==> config.mk <==
export PLATFORM = sky130hd
export DESIGN_NAME = toc_top
export DESIGN_NICKNAME = d
export VERILOG_FILES = /design/src/design/toc_pkg.sv /design/src/design/toc_prog_out.sv /design/src/design/toc_sync.sv /design/src/design/toc_top.sv
export SDC_FILE = /design/constraint.sdc
export NUM_CORES = 1
export LEC_CHECK = 0
export BUFFER_PORTS_ARGS = -buffer_cell sky130_fd_sc_hd__buf_2
export CAP_MARGIN = 20
export CORE_UTILIZATION = 45
export DETAILED_ROUTE_END_ITERATION = 8
export GPL_TIMING_DRIVEN = 0
export HOLD_SLACK_MARGIN = 0.08
export PLACE_DENSITY_LB_ADDON = 0.1
export SLEW_MARGIN = 20
export SYNTH_ARGS = -nofsm -noshare
export SYNTH_HDL_FRONTEND = slang
export SYNTH_SLANG_ARGS = --single-unit
export TNS_END_PERCENT = 50
==> constraint.sdc <==
create_clock -name i_clk -period 2.75 [get_ports i_clk]
set_input_delay 0 -clock i_clk [delete_from_list [all_inputs] [get_ports i_clk]]
set_output_delay 0 -clock i_clk [all_outputs]
set_load 0.02 [all_outputs]
==> src/design/toc_pkg.sv <==
/*
  toc_pkg: constants and carrier types for the trip output contact logic.
  Assumes a 100 MHz system clock; every timing count derives from it here.
*/
package toc_pkg;
  localparam int TOC_NUM_ELEM = 9;
  localparam int TOC_NUM_OUT = 6;
  localparam int TOC_NUM_FUNC = 16;
  localparam int TOC_NUM_PIN = 6;
  // element bit positions in the element flag vector
  localparam int TOC_EL_PH_TOC = 0;
  localparam int TOC_EL_GND_TOC = 1;
  localparam int TOC_EL_PH_INST_LOW = 2;
  localparam int TOC_EL_PH_INST_MID = 3;
  localparam int TOC_EL_PH_INST_HIGH = 4;
  localparam int TOC_EL_GND_INST_LOW = 5;
  localparam int TOC_EL_GND_INST_MID = 6;
  localparam int TOC_EL_GND_INST_HIGH = 7;
  localparam int TOC_EL_NEG_SEQ = 8;
  // reset values of configuration held in flops
  localparam logic [TOC_NUM_ELEM-1:0] TOC_MASK_RST = 9'h1FF;
  // timing: clock, power cycle, delay step, delay range
  localparam int TOC_CLK_HZ = 100_000_000;
  localparam int TOC_LINE_HZ = 60;
  localparam int TOC_POWER_CYCLES = 3;
  localparam int TOC_CYC_PER_POWER = TOC_CLK_HZ / TOC_LINE_HZ;
  localparam int TOC_STEP_MS = 10;
  localparam int TOC_CYC_PER_STEP = TOC_CLK_HZ / 1000 * TOC_STEP_MS;
  localparam int TOC_DELAY_MAX_S = 250;
  localparam int TOC_DELAY_MAX_STEPS = TOC_DELAY_MAX_S * 1000 / TOC_STEP_MS;
  localparam int TOC_DELAY_W = 15;
  localparam logic [1:0] TOC_SYNC_RST = 2'h0;

  // current-level comparisons supplied by the metering logic
  typedef struct packed {
    logic below_5pct;         // below 5 percent of time overcurrent pickups
    logic [2:0] phase_le_90;  // per phase at or below 90 percent of lowest pickup
  } toc_current_t;

  // breaker auxiliary contact states, already conditioned
  typedef struct packed {
    logic breaker_closed_aux;
    logic breaker_open_aux;
  } toc_breaker_t;

  // per-output configuration
  typedef struct packed {
    logic [TOC_NUM_FUNC-1:0] map;
    logic use_and;                 // 0 selects OR
    logic norm_closed;
    logic [TOC_DELAY_W-1:0] delay; // in 10 ms steps
  } toc_out_cfg_t;

  typedef enum logic [1:0] {
    TOC_ST_IDLE = 2'b00,
    TOC_ST_SEALED = 2'b01,
    TOC_ST_MDT_WAIT = 2'b10
  } toc_trip_st_t;
endpackage

==> src/design/toc_prog_out.sv <==
/*
  toc_prog_out: one programmable output, mapping, combining, delay, polarity.
  Assumes i_tick is a one-cycle 10 ms enable and functions are synchronous.
*/
`timescale 1ns/1ps
module toc_prog_out (
  input wire logic i_clk,
  input wire logic i_rst,
  input wire logic i_tick,
  input wire logic [toc_pkg::TOC_NUM_FUNC-1:0] i_func,
  input wire toc_pkg::toc_out_cfg_t i_cfg,
  output logic o_contact
);
  logic cond;
  logic [toc_pkg::TOC_DELAY_W-1:0] count;
  logic active;

  // an empty map never operates, even in AND mode
  always_comb begin
    if (i_cfg.map == '0) begin
      cond = 1'b0;
    end else if (i_cfg.use_and) begin
      cond = &(i_func | ~i_cfg.map);
    end else begin
      cond = |(i_func & i_cfg.map);
    end
  end

  // delay counts 10 ms ticks; a drop restarts it from zero
  always_ff @(posedge i_clk) begin
    if (i_rst) begin
      count <= '0;
      active <= 1'b0;
    end else if (!cond) begin
      count <= '0;
      active <= 1'b0;
    end else if (count >= i_cfg.delay) begin
      active <= 1'b1;
    end else if (i_tick) begin
      count <= count + 1'b1;
    end
  end

  // polarity applied last so the contact flop is the output
  always_ff @(posedge i_clk) begin
    if (i_rst) begin
      o_contact <= 1'b0;
    end else begin
      o_contact <= active ^ i_cfg.norm_closed;
    end
  end
endmodule // toc_prog_out

==> src/design/toc_sync.sv <==
/*
  toc_sync: two-flop synchroniser vector for pins entering the clock domain.
  Assumes pins are static long enough to be sampled; no debounce here.
*/
`timescale 1ns/1ps
module toc_sync #(
  parameter int W = 1
) (
  input wire logic i_clk,
  input wire logic i_rst,
  input wire logic [W-1:0] i_d,
  output logic [W-1:0] o_q
);
  logic [W-1:0] meta;

  // first stage feeds only the second stage
  always_ff @(posedge i_clk) begin
    if (i_rst) begin
      meta <= '0;
      o_q <= '0;
    end else begin
      meta <= i_d;
      o_q <= meta;
    end
  end
endmodule // toc_sync

==> src/design/toc_top.sv <==
/*
  toc_top: master trip seal-in, self-check alarm pair, input pins and six
  programmable outputs of a feeder protection relay.
  Assumes element flags, current comparisons and power-health come from
  logic on i_clk; pins and breaker contacts are asynchronous and are
  synchronised here. Configuration ports are held static by software.
*/
`timescale 1ns/1ps
module toc_top #(
  parameter int CYC_PER_POWER = toc_pkg::TOC_CYC_PER_POWER,
  parameter int CYC_PER_STEP = toc_pkg::TOC_CYC_PER_STEP
) (
  input wire logic i_clk,
  input wire logic i_rst,
  input wire logic [toc_pkg::TOC_NUM_ELEM-1:0] i_elem_flags,
  input wire logic [toc_pkg::TOC_NUM_ELEM-1:0] i_elem_mask,
  input wire logic i_mask_load,
  input wire toc_pkg::toc_current_t i_current,
  input wire toc_pkg::toc_breaker_t i_breaker,
  input wire logic i_multi_dev_mode,
  input wire logic i_trip_polarity_jumper,
  input wire logic i_power_ok,
  input wire logic i_selftest_fail,
  input wire logic [toc_pkg::TOC_NUM_PIN-1:0] i_pin_pos,
  input wire logic i_pin6_neg,
  input wire logic [toc_pkg::TOC_NUM_PIN-1:0] i_func_enable_logic,
  input wire logic [toc_pkg::TOC_NUM_FUNC-1:0] i_func,
  input wire toc_pkg::toc_out_cfg_t [toc_pkg::TOC_NUM_OUT-1:0] i_out_cfg,
  output logic o_trip_contact,
  output logic o_trip_active,
  output logic o_open_interval_start,
  output logic o_alarm_no,
  output logic o_alarm_nc,
  output logic [toc_pkg::TOC_NUM_PIN-1:0] o_phys_in,
  output logic [toc_pkg::TOC_NUM_PIN-1:0] o_func_enable,
  output logic [toc_pkg::TOC_NUM_OUT-1:0] o_out_contact
);
  logic [toc_pkg::TOC_NUM_ELEM-1:0] mask;
  logic [1:0] brk_sync;
  logic [toc_pkg::TOC_NUM_PIN:0] pin_sync;
  logic jumper_sync;
  toc_pkg::toc_trip_st_t state;
  toc_pkg::toc_trip_st_t next_state;
  logic trip_req;
  logic all_below_90;
  logic breaker_open;
  logic [31:0] mdt_count;
  logic mdt_done;
  logic oc_tripped;
  logic [31:0] step_count;
  logic step_tick;

  // returns 1 when every phase sits at or below the dropout level
  function automatic logic all_low(input logic [2:0] ph);
    all_low = &ph;
  endfunction

  // breaker contacts and jumper are pins: two flops before use
  toc_sync #(.W(2)) u_brk_sync (
    .i_clk(i_clk),
    .i_rst(i_rst),
    .i_d({i_breaker.breaker_closed_aux, i_breaker.breaker_open_aux}),
    .o_q(brk_sync)
  );

  toc_sync #(.W(toc_pkg::TOC_NUM_PIN + 1)) u_pin_sync (
    .i_clk(i_clk),
    .i_rst(i_rst),
    .i_d({i_pin6_neg, i_pin_pos}),
    .o_q(pin_sync)
  );

  toc_sync #(.W(1)) u_jmp_sync (
    .i_clk(i_clk),
    .i_rst(i_rst),
    .i_d(i_trip_polarity_jumper),
    .o_q(jumper_sync)
  );

  // element mask, all enabled after reset, loaded on strobe
  always_ff @(posedge i_clk) begin
    if (i_rst) begin
      mask <= toc_pkg::TOC_MASK_RST;
    end else if (i_mask_load) begin
      mask <= i_elem_mask;
    end
  end

  // trip request and release qualifiers
  assign trip_req = |(i_elem_flags & mask);
  assign all_below_90 = all_low(i_current.phase_le_90);
  // breaker open: closed-aux dropped and open-aux picked up
  assign breaker_open = ~brk_sync[1] & brk_sync[0];

  // next state of the seal-in; a fresh trip always wins over release
  always_comb begin
    next_state = state;
    unique case (state)
      toc_pkg::TOC_ST_IDLE: begin
        if (trip_req) begin
          next_state = toc_pkg::TOC_ST_SEALED;
        end
      end
      toc_pkg::TOC_ST_SEALED: begin
        if (trip_req) begin
          next_state = toc_pkg::TOC_ST_SEALED;
        end else if (i_multi_dev_mode) begin
          if (all_below_90) begin
            next_state = toc_pkg::TOC_ST_MDT_WAIT;
          end
        end else if (all_below_90 && i_current.below_5pct && breaker_open) begin
          next_state = toc_pkg::TOC_ST_IDLE;
        end
      end
      toc_pkg::TOC_ST_MDT_WAIT: begin
        if (trip_req || !all_below_90) begin
          next_state = toc_pkg::TOC_ST_SEALED;
        end else if (mdt_done) begin
          next_state = toc_pkg::TOC_ST_IDLE;
        end
      end
      default: begin
        next_state = toc_pkg::TOC_ST_IDLE;
      end
    endcase
  end

  always_ff @(posedge i_clk) begin
    if (i_rst) begin
      state <= toc_pkg::TOC_ST_IDLE;
    end else begin
      state <= next_state;
    end
  end

  // three power cycles of low current, breaker contacts ignored
  assign mdt_done = (mdt_count >= toc_pkg::TOC_POWER_CYCLES * CYC_PER_POWER - 1);
  always_ff @(posedge i_clk) begin
    if (i_rst) begin
      mdt_count <= '0;
    end else if (state != toc_pkg::TOC_ST_MDT_WAIT) begin
      mdt_count <= '0;
    end else if (!mdt_done) begin
      mdt_count <= mdt_count + 32'h1;
    end
  end

  // remember an overcurrent caused the trip, for the open interval start
  always_ff @(posedge i_clk) begin
    if (i_rst) begin
      oc_tripped <= 1'b0;
      o_open_interval_start <= 1'b0;
    end else begin
      o_open_interval_start <= 1'b0;
      if (trip_req) begin
        oc_tripped <= 1'b1;
      end else if (i_multi_dev_mode && oc_tripped && all_below_90) begin
        oc_tripped <= 1'b0;
        o_open_interval_start <= 1'b1;
      end else if (!i_multi_dev_mode && state == toc_pkg::TOC_ST_IDLE) begin
        oc_tripped <= 1'b0; // normal mode sequencing uses breaker status
      end
    end
  end

  // contact drive; jumper picks normally closed when high
  always_ff @(posedge i_clk) begin
    if (i_rst) begin
      o_trip_active <= 1'b0;
      o_trip_contact <= 1'b0;
    end else begin
      o_trip_active <= (next_state != toc_pkg::TOC_ST_IDLE);
      o_trip_contact <= (next_state != toc_pkg::TOC_ST_IDLE) ^ jumper_sync;
    end
  end

  // alarm relay energised only while healthy; loss opens the NO contact and closes the NC contact
  always_ff @(posedge i_clk) begin
    if (i_rst) begin
      o_alarm_no <= 1'b0;
      o_alarm_nc <= 1'b1;
    end else begin
      o_alarm_no <= i_power_ok & ~i_selftest_fail;
      o_alarm_nc <= ~(i_power_ok & ~i_selftest_fail);
    end
  end

  // physical inputs: five single-ended, sixth needs both terminals
  always_ff @(posedge i_clk) begin
    if (i_rst) begin
      o_phys_in <= '0;
    end else begin
      o_phys_in[4:0] <= pin_sync[4:0];
      o_phys_in[5] <= pin_sync[5] & pin_sync[6];
    end
  end

  // function enables follow their evaluated logical input
  always_ff @(posedge i_clk) begin
    if (i_rst) begin
      o_func_enable <= '0;
    end else begin
      o_func_enable <= i_func_enable_logic;
    end
  end

  // 10 ms tick shared by all output timers, cheaper than six prescalers
  assign step_tick = (step_count == CYC_PER_STEP - 1);
  always_ff @(posedge i_clk) begin
    if (i_rst || step_tick) begin
      step_count <= '0;
    end else begin
      step_count <= step_count + 32'h1;
    end
  end

  // six programmable outputs
  generate
    for (genvar g = 0; g < toc_pkg::TOC_NUM_OUT; g++) begin : g_out
      toc_prog_out u_out (
        .i_clk(i_clk),
        .i_rst(i_rst),
        .i_tick(step_tick),
        .i_func(i_func),
        .i_cfg(i_out_cfg[g]),
        .o_contact(o_out_contact[g])
      );
    end
  endgenerate
endmodule // toc_top

==> results of run 1 <==
## final cells by class
cell class	count	area share
diodes	5	0.000798
repair buffers	334	0.126
well taps	341	0.0272
clock buffers	34	0.0445
clock inverters	5	0.00479
flip-flops and latches	215	0.274
plain buffers	49	0.0140
inverters	164	0.0393
multi-input cells	1086	0.469
## per-layer routing
metal  track usage  wire [µm]  vias to the layer above
met5             0          0                        -
met4        0.0779        962                        0
met3        0.0369       2550                       83
met2         0.420      16600                      461
met1         0.317      15500                     5597
li1              -          -                     6129
## critical path: stages (launching register included)
cell	delay, ns
dfxtp_1	0.42
ha_1	0.30
a21oi_1	0.18
nand2_1	0.09
a2111oi_2	0.39
a31oi_1	0.18
clkbuf_2	0.25
nor4_1	0.40
xnor2_1	0.17
nor2_1	0.05
## metrics by stage
| stage | setup WS (ns) | setup TNS [ns] | utilization | area [µm²] | cells |
|---|---|---|---|---|---|
| floorplan | 0.396 | 0 | - | 12400 | 1515 |
| global placement | -0.343 | -6.69 | 0.526 | 14200 | 2124 |
| detailed placement | -0.380 | -8.35 | 0.526 | 14200 | 2124 |
| CTS | -0.0120 | -0.0120 | 0.575 | 15500 | 2218 |
| global route | 0.00943 | 0 | 0.580 | 15700 | 2230 |
| finish | 0.183 | 0 | 0.580 | 15700 | 2233 |
## worst min path at each step
stage          cells after the start                  endpoint
2_1_floorplan                      1                o_alarm_nc
3_3_place_gp                       2          o_func_enable[2]
3_5_place_dp                       2                   mask[8]
4_1_cts                            5            o_trip_contact
5_1_grt                            4  g_out[3].u_out.count[12]
6_report                           4   g_out[1].u_out.count[7]
## cell usage in the layout, fill, tap and decap left out, types with 5 or more instances in the layout
cell / Yosys / routed
a2111oi_0: 6 / 5
a211o_1: 14 / 14
a211oi_1: 8 / 6
a21oi_1: 82 / 80
a221oi_1: 26 / 26
a222oi_1: 7 / 7
a22o_1: 23 / 23
a22oi_1: 26 / 26
a31oi_1: 5 / 5
a41oi_1: 5 / 5
and2_1: 16 / 16
and3_1: 20 / 20
and4_1: 8 / 8
buf_2: 2 / 270
buf_4: 6 / 20
clkbuf_1: 37 / 39
clkbuf_16: 0 / 24
clkbuf_8: 0 / 6
dfxtp_1: 215 / 215
diode_2: 0 / 5
dlygate4sd3_1: 0 / 51
ha_1: 100 / 100
inv_1: 164 / 164
nand2_1: 83 / 83
nand2b_1: 9 / 9
nand3_1: 60 / 59
nand4_1: 43 / 43
nor2_1: 162 / 162
nor2b_1: 43 / 43
nor3_1: 26 / 26
nor4_1: 45 / 43
nor4_2: 4 / 6
o21ai_0: 58 / 58
o22ai_1: 9 / 9
o31ai_1: 5 / 5
or3_1: 39 / 39
or4_1: 6 / 5
xnor2_1: 72 / 72
xor2_1: 31 / 31
## state kept, by name, indices dropped and copies added, names as in the netlist
signal                 count
o_open_interval_start      1
step_count                32
o_func_enable              6
o_trip_contact             1
u_jmp_sync.o_q             1
o_alarm_nc                 1
g_out.u_out.active         6
u_brk_sync.meta            2
o_alarm_no                 1
u_pin_sync.meta            7
u_pin_sync.o_q             7
o_trip_active              1
mdt_count                 32
state                      2
u_brk_sync.o_q             2
u_jmp_sync.meta            1
o_phys_in                  6
mask                       9
g_out.u_out.count         90
oc_tripped                 1
g_out.u_out.o_contact      6
## power by group
group	internal [W]	switching, W
clock	0.00185	0.00126
combinational	0.000357	0.000413
sequential	0.00316	0.0000153
## cells by family after synthesis
logic type	count (synthesis)	share of synthesized area
fa+ha+maj	100	0.101
buf+inv	214	0.0672
mux	4	0.00332
compound gates	298	0.165
xor+xnor	103	0.0725
simple gates	581	0.246
flops	215	0.346
## repair_timing
| action | in CTS | in global routing |
|---|---|---|
| hold endpoints to repair | 56 | 0 |
| setup buffers | 3 | 11 |
| hold buffers | 52 | 0 |
| endpoints found under the setup margin | 56 | 88 |
| gates resized for setup | 2 | 14 |
| pin swaps | 2 | 4 |
==> impl_metrics.env, run 1 <==
export IMPL_status="finished, final reports clean"
export IMPL_vias=12300
export IMPL_syn_area_um2=12400
export IMPL_fmax_ghz=0.390
export IMPL_drt_pass1_iterations=8
export IMPL_async_reset_ff_frac=0
export IMPL_fin_skew_ns=0.0134
export IMPL_critPathArrivalTime_ns=2.97
export IMPL_finalCritPeriodShare=0.934
export IMPL_crit_fanout=10
export IMPL_cts_buffers=24
export IMPL_wl_per_cell_um=15.9
export IMPL_drive_gt1_frac=0.189
export IMPL_ctsHtreeMaxLevel=1
export IMPL_rsz0062_at_grt="no"
export IMPL_final_nets=2232
export IMPL_start_util=0.461
export IMPL_core_um2=27000
export IMPL_grt_max_degree=14
export IMPL_worstSetupEndpoint="g_out[3].u_out.count[7]"
export IMPL_synth_edf_count=0
export IMPL_startpoint="g_out[3].u_out.count[10]"
export IMPL_synth_ff_type="dfxtp_1"
export IMPL_antenna_found_initial=4
export IMPL_cts_tree="done"
export IMPL_r2r_end="g_out[3].u_out.count[7]"
export IMPL_cellLeakagePower_nw=6.57
export IMPL_required_ns=3.15
export IMPL_fp_dieH_um=168
export IMPL_worstMarginPinSlew_ns=1.09
export IMPL_startpoint_type="flip-flop"
export IMPL_hold_class="in -> reg"
export IMPL_syn_avg_cell_area_um2=8.21
export IMPL_setup_violations=0
export IMPL_synth_cell_types=63
export IMPL_syn_num_nets=1873
export IMPL_clkTransAtPathRegs_ns=0.06
export IMPL_relSlewSlack=0.275
export IMPL_whs_ns=0.105
export IMPL_r2r_cells=9
export IMPL_wl_um=35600
export IMPL_io_pins=281
export IMPL_drv_cap=0
export IMPL_clk_latency_ns=0.53
export IMPL_multi_input_area_um2=7360
export IMPL_fill_cells=2469
export IMPL_yosys_top_cells_area="dfxtp_1 35%, ha_1 10%, xnor2_1 5.1%, inv_1 4.9%, nor2_1 4.9%"
export IMPL_gr_usage_all_layers=0.246
export IMPL_seqCellArea_um2=4300
export IMPL_synth_warnings=0
export IMPL_cts_root_buf="clkbuf_16"
export IMPL_synthToLayoutAreaGrowth_pct=26.0
export IMPL_clk_path_buf_depth=3
export IMPL_crit_type="reg -> reg"
export IMPL_p_per_area_nw_per_um2=450
export IMPL_r2r_slack_ns=0.18
export IMPL_slew_violations=0
export IMPL_die_w_um=168
export IMPL_dp_hpwl_um=26700
export IMPL_io_buffer_count=268
export IMPL_r2r_start="g_out[3].u_out.count[10]"
export IMPL_synth_cells=1515
export IMPL_worst_setup_path_end_kind="flip-flop"
export IMPL_grt_pass1_wl_um=57100
export IMPL_place_gp_congestion=0.955
export IMPL_fp_row_count=60
export IMPL_grt_pass1_vias=11500
export IMPL_yosysTopAreaCell="dfxtp_1"
export IMPL_fp_dieArea_um2=28300
export IMPL_detail_route_vias_per_cell=5.49
export IMPL_post_route_min_period_ns=2.57
export IMPL_hold_violations=0
export IMPL_gr_total_overflow=0
export IMPL_yosysMostFrequentCell="dfxtp_1"
export IMPL_postRouteAntennaNets=0
export IMPL_drt_iter0_markers=993
export IMPL_synthTopCellsByCount="215 x dfxtp_1, 164 x inv_1, 162 x nor2_1, 100 x ha_1, 83 x nand2_1"
export IMPL_synth_top_area_frac=0.346
export IMPL_hold_start="i_out_cfg[49]"
export IMPL_p_total_w=0.00706
export IMPL_cts_sinks=215
export IMPL_ys_ff_latch=215
export IMPL_route_detailed_drc=0
export IMPL_synth_yosys_seq_area_share=0.346
export IMPL_vdd_drop_max_mv=0.341
(Power assumes the default switching activity.)
==> inputs of run 2 (changes only) <==
==> constraint.sdc (replaced) <==
create_clock -name i_clk -period 2.61 [get_ports i_clk]
set_input_delay 0 -clock i_clk [delete_from_list [all_inputs] [get_ports i_clk]]
set_output_delay 0 -clock i_clk [all_outputs]
set_load 0.02 [all_outputs]
==> impl_metrics.env, run 2 (synthesis results as in run 1) <==
export IMPL_p_per_area_nw_per_um2=472
export IMPL_grt_pass1_wl_um=57400
export IMPL_crit_fanout=10
export IMPL_cts_tree="done"
export IMPL_die_w_um=168
export IMPL_relSlewSlack=0.272
export IMPL_status="finished, final reports clean"
export IMPL_p_switching_w=0.00181
export IMPL_cellLeakagePower_nw=6.58
export IMPL_io_pins=281
export IMPL_rsz0062_at_grt="yes"
export IMPL_worst_setup_path_end_kind="flip-flop"
export IMPL_grt_pass1_vias=11600
export IMPL_final_cell_mix="270 x buf_2, 213 x dfxtp_1, 164 x inv_1"
export IMPL_cts_buffers=24
export IMPL_cts_root_buf="clkbuf_16"
export IMPL_setup_tns_ns=0
export IMPL_vias=12300
export IMPL_wl_um=36000
export IMPL_hold_class="in -> reg"
export IMPL_whs_ns=0.107
export IMPL_drt_iter0_markers=959
export IMPL_fin_skew_ns=0.0127
export IMPL_startpoint_type="flip-flop"
export IMPL_gr_total_overflow=0
export IMPL_seqCellArea_um2=4310
export IMPL_largest_reg_flops=90
export IMPL_fp_dieArea_um2=28300
export IMPL_p_total_w=0.00747
export IMPL_core_um2=27000
export IMPL_sequentialPowerShare=0.448
export IMPL_worstMarginPinSlew_ns=1.09
export IMPL_critPathArrivalTime_ns=2.92
export IMPL_registers_top_by_ff_count="g_out.u_out.count"
export IMPL_drive_gt1_frac=0.197
export IMPL_fp_dieH_um=168
export IMPL_route_detailed_drc=0
export IMPL_cts_sinks=215
export IMPL_post_route_min_period_ns=2.52
export IMPL_place_gp_congestion=0.955
export IMPL_pwr_share_clk=0.443
export IMPL_final_core_util=0.586
export IMPL_antenna_found_initial=4
export IMPL_cp_slowest_stage_delay_ns=0.43
export IMPL_ctsHtreeMaxLevel=1
export IMPL_crit_buf_inv=2
export IMPL_drt_pass1_iterations=6
export IMPL_combPwrFrac=0.109
export IMPL_fill_cells=2455
export IMPL_place_inst=2124
export IMPL_clkTransAtPathRegs_ns=0.06
export IMPL_p_int_w=0.00566
export IMPL_fmax_ghz=0.397
export IMPL_cp_top_family="compound AO/OA/AOI/OAI gates"
export IMPL_vdd_drop_max_mv=0.361
export IMPL_multi_input_area_um2=7490
export IMPL_required_ns=3.01
export IMPL_hold_violations=0
export IMPL_finalCritPeriodShare=0.965
export IMPL_postRouteAntennaNets=0
export IMPL_final_nets=2233
export IMPL_reg_top3="g_out.u_out.count (90), mdt_count (32), step_count (32)"
export IMPL_final_common_cell="buf_2"
export IMPL_start_util=0.461
export IMPL_drv_cap=0
export IMPL_detail_route_vias_per_cell=5.51
export IMPL_grt_max_degree=14
export IMPL_dp_hpwl_um=26700
export IMPL_slew_violations=0
export IMPL_setup_violations=0
export IMPL_synthToLayoutAreaGrowth_pct=27.1
export IMPL_fp_row_count=60
export IMPL_clk_path_buf_depth=3
export IMPL_gr_usage_all_layers=0.247
export IMPL_final_cells=2233
export IMPL_io_buffer_count=268
export IMPL_wl_per_cell_um=16.1
export IMPL_slowest_stage="dfxtp_1"
export IMPL_swShare=0.242
export IMPL_path_cells="inv_1 > ha_1 > nand2b_1 > a211o_1 > a211oi_2 > o2111ai_1 > buf_2 > nor4_1 > xnor2_1 > nor2_1"
export IMPL_clk_latency_ns=0.53
export IMPL_crit_type="reg -> reg"
## run 2: cell types whose count changed in the layout (fill, tap and decap cells not counted), moves of 2 or more
cell | before | now
dfxtp_2 | 0 | 2
nor4b_2 | 3 | 1
nor4b_4 | 0 | 2
nor4_2 | 6 | 11
nor4_1 | 43 | 35
clkbuf_1 | 39 | 37
dlygate4sd3_1 | 51 | 53
dfxtp_1 | 215 | 213
nor4_4 | 3 | 6
## run 2: path summary, 6_finish.rpt
| check | startpoint | endpoint | slack, ns | cells after the start |
|---|---|---|---|---|
| hold reg to reg | u_pin_sync.o_q[6] | o_phys_in[5] | 0.41 | 2 |
| setup reg to reg | g_out[5].u_out.count[0] | g_out[5].u_out.count[6] | 0.09 | 10 |
| hold / removal | i_out_cfg[49] | g_out[1].u_out.count[4] | 0.11 | 4 |
| setup / recovery | g_out[5].u_out.count[0] | g_out[5].u_out.count[6] | 0.09 | 10 |
## run 2: what timing repair did
item                       4_1_cts  5_1_grt
buffers inserted                10        4
resized for setup                8       33
pin swaps                        5        8
hold endpoints to repair        56        0
setup endpoints to repair      103       85
hold buffers                    53        0
## run 2: per-stage QoR
step,setup WS [ns],cell area [µm²]
2_1_floorplan,0.256,12400
3_3_place_gp,-0.483,14200
3_5_place_dp,-0.520,14200
4_1_cts,-0.00260,15600
5_1_grt,-0.0254,15800
6_report,0.0912,15800
## run 2: routing by layer
layer	GRT usage	up-vias	routed length, µm
li1	-	6119	-
met1	0.317	5642	15800
met2	0.423	464	16800
met3	0.0381	83	2440
met4	0.0794	0	1060
met5	0	-	0
## run 2: power groups by stage
stage	Sequential (W)	Clock, W	Combinational [W]
3_3_place_gp	0.00341	0	0.000731
6_report	0.00334	0.00331	0.000814
3_5_place_dp	0.00342	0	0.000734
4_1_cts	0.00334	0.00336	0.000801
2_1_floorplan	0.00343	0	0.000344
5_1_grt	0.00335	0.00350	0.000887
## run 2: worst reg2reg max path, delay by kind of cell (launching register included)
family | cells | cell delay, ns
AOI/OAI and AO/OA | 3 | 0.77
xor gates and xnor gates | 1 | 0.16
adders and majority gates | 1 | 0.26
buffers and inverters | 2 | 0.33
DFF | 1 | 0.43
and+or+nand+nor | 3 | 0.45
## run 2: final cells by class
type / instances / area share
tap: 341 / 0.0270
timing repair buffer: 335 / 0.125
clock buffer: 34 / 0.0441
antenna: 4 / 0.000633
buffer: 49 / 0.0142
sequential: 215 / 0.272
clock inverter: 5 / 0.00474
inverter: 164 / 0.0389
multi-input combinational: 1086 / 0.473
==> inputs of run 3 (changes only) <==
--- a/config.mk
+++ b/config.mk
@@ -12,6 +12,7 @@
 export GPL_TIMING_DRIVEN = 0
 export HOLD_SLACK_MARGIN = 0.08
 export PLACE_DENSITY_LB_ADDON = 0.1
+export REMOVE_ABC_BUFFERS = 1
 export SLEW_MARGIN = 20
 export SYNTH_ARGS = -nofsm -noshare
 export SYNTH_HDL_FRONTEND = slang
==> impl_metrics.env, run 3 (synthesis results as in run 1) <==
export IMPL_clk_path_buf_depth=3
export IMPL_wl_per_cell_um=16.6
export IMPL_clkTransAtPathRegs_ns=0.06
export IMPL_worstMarginPinSlew_ns=0.874
export IMPL_core_um2=27000
export IMPL_drive_gt1_frac=0.206
export IMPL_hold_class="in -> reg"
export IMPL_vdd_drop_max_mv=0.430
export IMPL_route_detailed_drc=0
export IMPL_gr_usage_all_layers=0.255
export IMPL_cellLeakagePower_nw=6.78
export IMPL_crit_fanout=6
export IMPL_path_cells="nor4_4 > nand4_2 > buf_4 > nor4_4 > nand4_2 > or2_4 > or3_1 > a21oi_1"
export IMPL_detail_route_vias_per_cell=5.54
export IMPL_r2r_cells=8
export IMPL_registers_top_by_ff_count="g_out.u_out.count"
export IMPL_cts_buffers=24
export IMPL_cts_root_buf="clkbuf_16"
export IMPL_drt_iter0_markers=817
export IMPL_clk_latency_ns=0.52
export IMPL_critical_path_depth=8
export IMPL_largest_reg_flops=90
export IMPL_p_per_area_nw_per_um2=481
export IMPL_final_common_cell="buf_2"
export IMPL_fill_cells=2457
export IMPL_crit_buf_inv=1
export IMPL_drt_pass1_iterations=6
export IMPL_fmax_ghz=0.396
export IMPL_die_w_um=168
export IMPL_slew_violations=0
export IMPL_fp_dieH_um=168
export IMPL_postRouteAntennaNets=0
export IMPL_setup_tns_ns=0
export IMPL_drv_cap=0
export IMPL_required_ns=3.04
export IMPL_start_util=0.461
export IMPL_grt_pass1_wl_um=59200
export IMPL_status="finished, final reports clean"
export IMPL_p_total_w=0.00774
export IMPL_final_nets=2227
export IMPL_hold_start="i_elem_flags[4]"
export IMPL_whs_path_depth=5
export IMPL_cp_slowest_stage_delay_ns=0.35
export IMPL_cp_top_family="simple AND/OR/NAND/NOR gates"
export IMPL_wl_um=37200
export IMPL_critPathArrivalTime_ns=2.96
export IMPL_relSlewSlack=0.412
export IMPL_fin_skew_ns=0.0134
export IMPL_fp_dieArea_um2=28300
export IMPL_fp_row_count=60
export IMPL_slowest_stage="dfxtp_1"
export IMPL_rsz0062_at_grt="yes"
export IMPL_vias=12400
export IMPL_antenna_found_initial=6
export IMPL_cts_sinks=215
export IMPL_dp_hpwl_um=26600
export IMPL_io_buffer_count=280
export IMPL_grt_max_degree=62
export IMPL_hold_violations=0
export IMPL_synthToLayoutAreaGrowth_pct=29.4
export IMPL_post_route_min_period_ns=2.53
export IMPL_finalCritPeriodShare=0.968
export IMPL_cts_tree="done"
export IMPL_grt_pass1_vias=11900
export IMPL_gr_total_overflow=0
export IMPL_io_pins=281
export IMPL_startpoint="step_count[28]"
export IMPL_r2r_start="step_count[28]"
export IMPL_reg_top3="g_out.u_out.count (90), mdt_count (32), step_count (32)"
export IMPL_ctsHtreeMaxLevel=1
export IMPL_startpoint_type="flip-flop"
export IMPL_whs_ns=0.116
export IMPL_crit_type="reg -> reg"
export IMPL_final_cell_mix="279 x buf_2, 211 x dfxtp_1, 164 x inv_1"
export IMPL_setup_violations=0
export IMPL_worst_setup_path_end_kind="flip-flop"
export IMPL_place_gp_congestion=1.01
[run 3: cell count changes in the layout (fill, tap and decap cells not counted), moves of 3 or more]
cell           delta
dlygate4sd3_1    +20
buf_2             +9
clkbuf_1         -29
buf_1             -3
clkbuf_2          -3
buf_4             +4
[run 3: layer usage]
metal  vias up  routed length [µm]  global-route usage
li1       6112                   -                   -
met1      5757               16300               0.327
met2       404               17800               0.433
met3        93                2000              0.0339
met4         0                1150              0.0996
met5         -                   0                   0
[run 3: cell type report]
class	count	area (µm²)	area share
tap	341	427	0.0265
clock inverter	4	95.1	0.00590
multi-input combinational	1086	7540	0.468
timing repair buffer	378	2350	0.146
antenna	6	15.0	0.000932
sequential	215	4310	0.268
inverter	164	616	0.0382
clock buffer	40	752	0.0467
[run 3: per-stage QoR]
step / setup WS (ns) / cell area, µm² / instances / utilization
2_1_floorplan: 0.141 / 12200 / 1465 / -
3_3_place_gp: -0.617 / 14100 / 2086 / 0.520
3_5_place_dp: -0.687 / 14100 / 2089 / 0.521
4_1_cts: -0.149 / 15800 / 2213 / 0.585
5_1_grt: -0.0317 / 16100 / 2234 / 0.596
6_report: 0.0835 / 16100 / 2234 / 0.596
[run 3: path summary, 6_finish.rpt]
check             slack (ns)                  endpoint
hold / removal          0.12             o_trip_active
setup reg to reg        0.08  g_out[2].u_out.count[12]
hold reg to reg         0.41              o_phys_in[5]
setup / recovery        0.08  g_out[2].u_out.count[12]
[run 3: power by group]
| part | internal, W | switching [W] |
|---|---|---|
| Sequential | 0.00333 | 0.0000176 |
| Clock | 0.00225 | 0.00132 |
| Combinational | 0.000389 | 0.000442 |
| Total | 0.00596 | 0.00178 |
[run 3: worst min-delay path, delay by kind of cell]
family / cells / cell delay (ns)
compound gates: 2 / 0.22
buf+inv: 1 / 0.08
simple gates: 2 / 0.27
[run 3: what timing repair did]
action	CTS	global route
hold endpoints to repair	53	0
setup endpoints to repair	62	97
gates resized for setup	16	26
buffers inserted	7	15
pin swaps	5	10
hold buffers	73	0
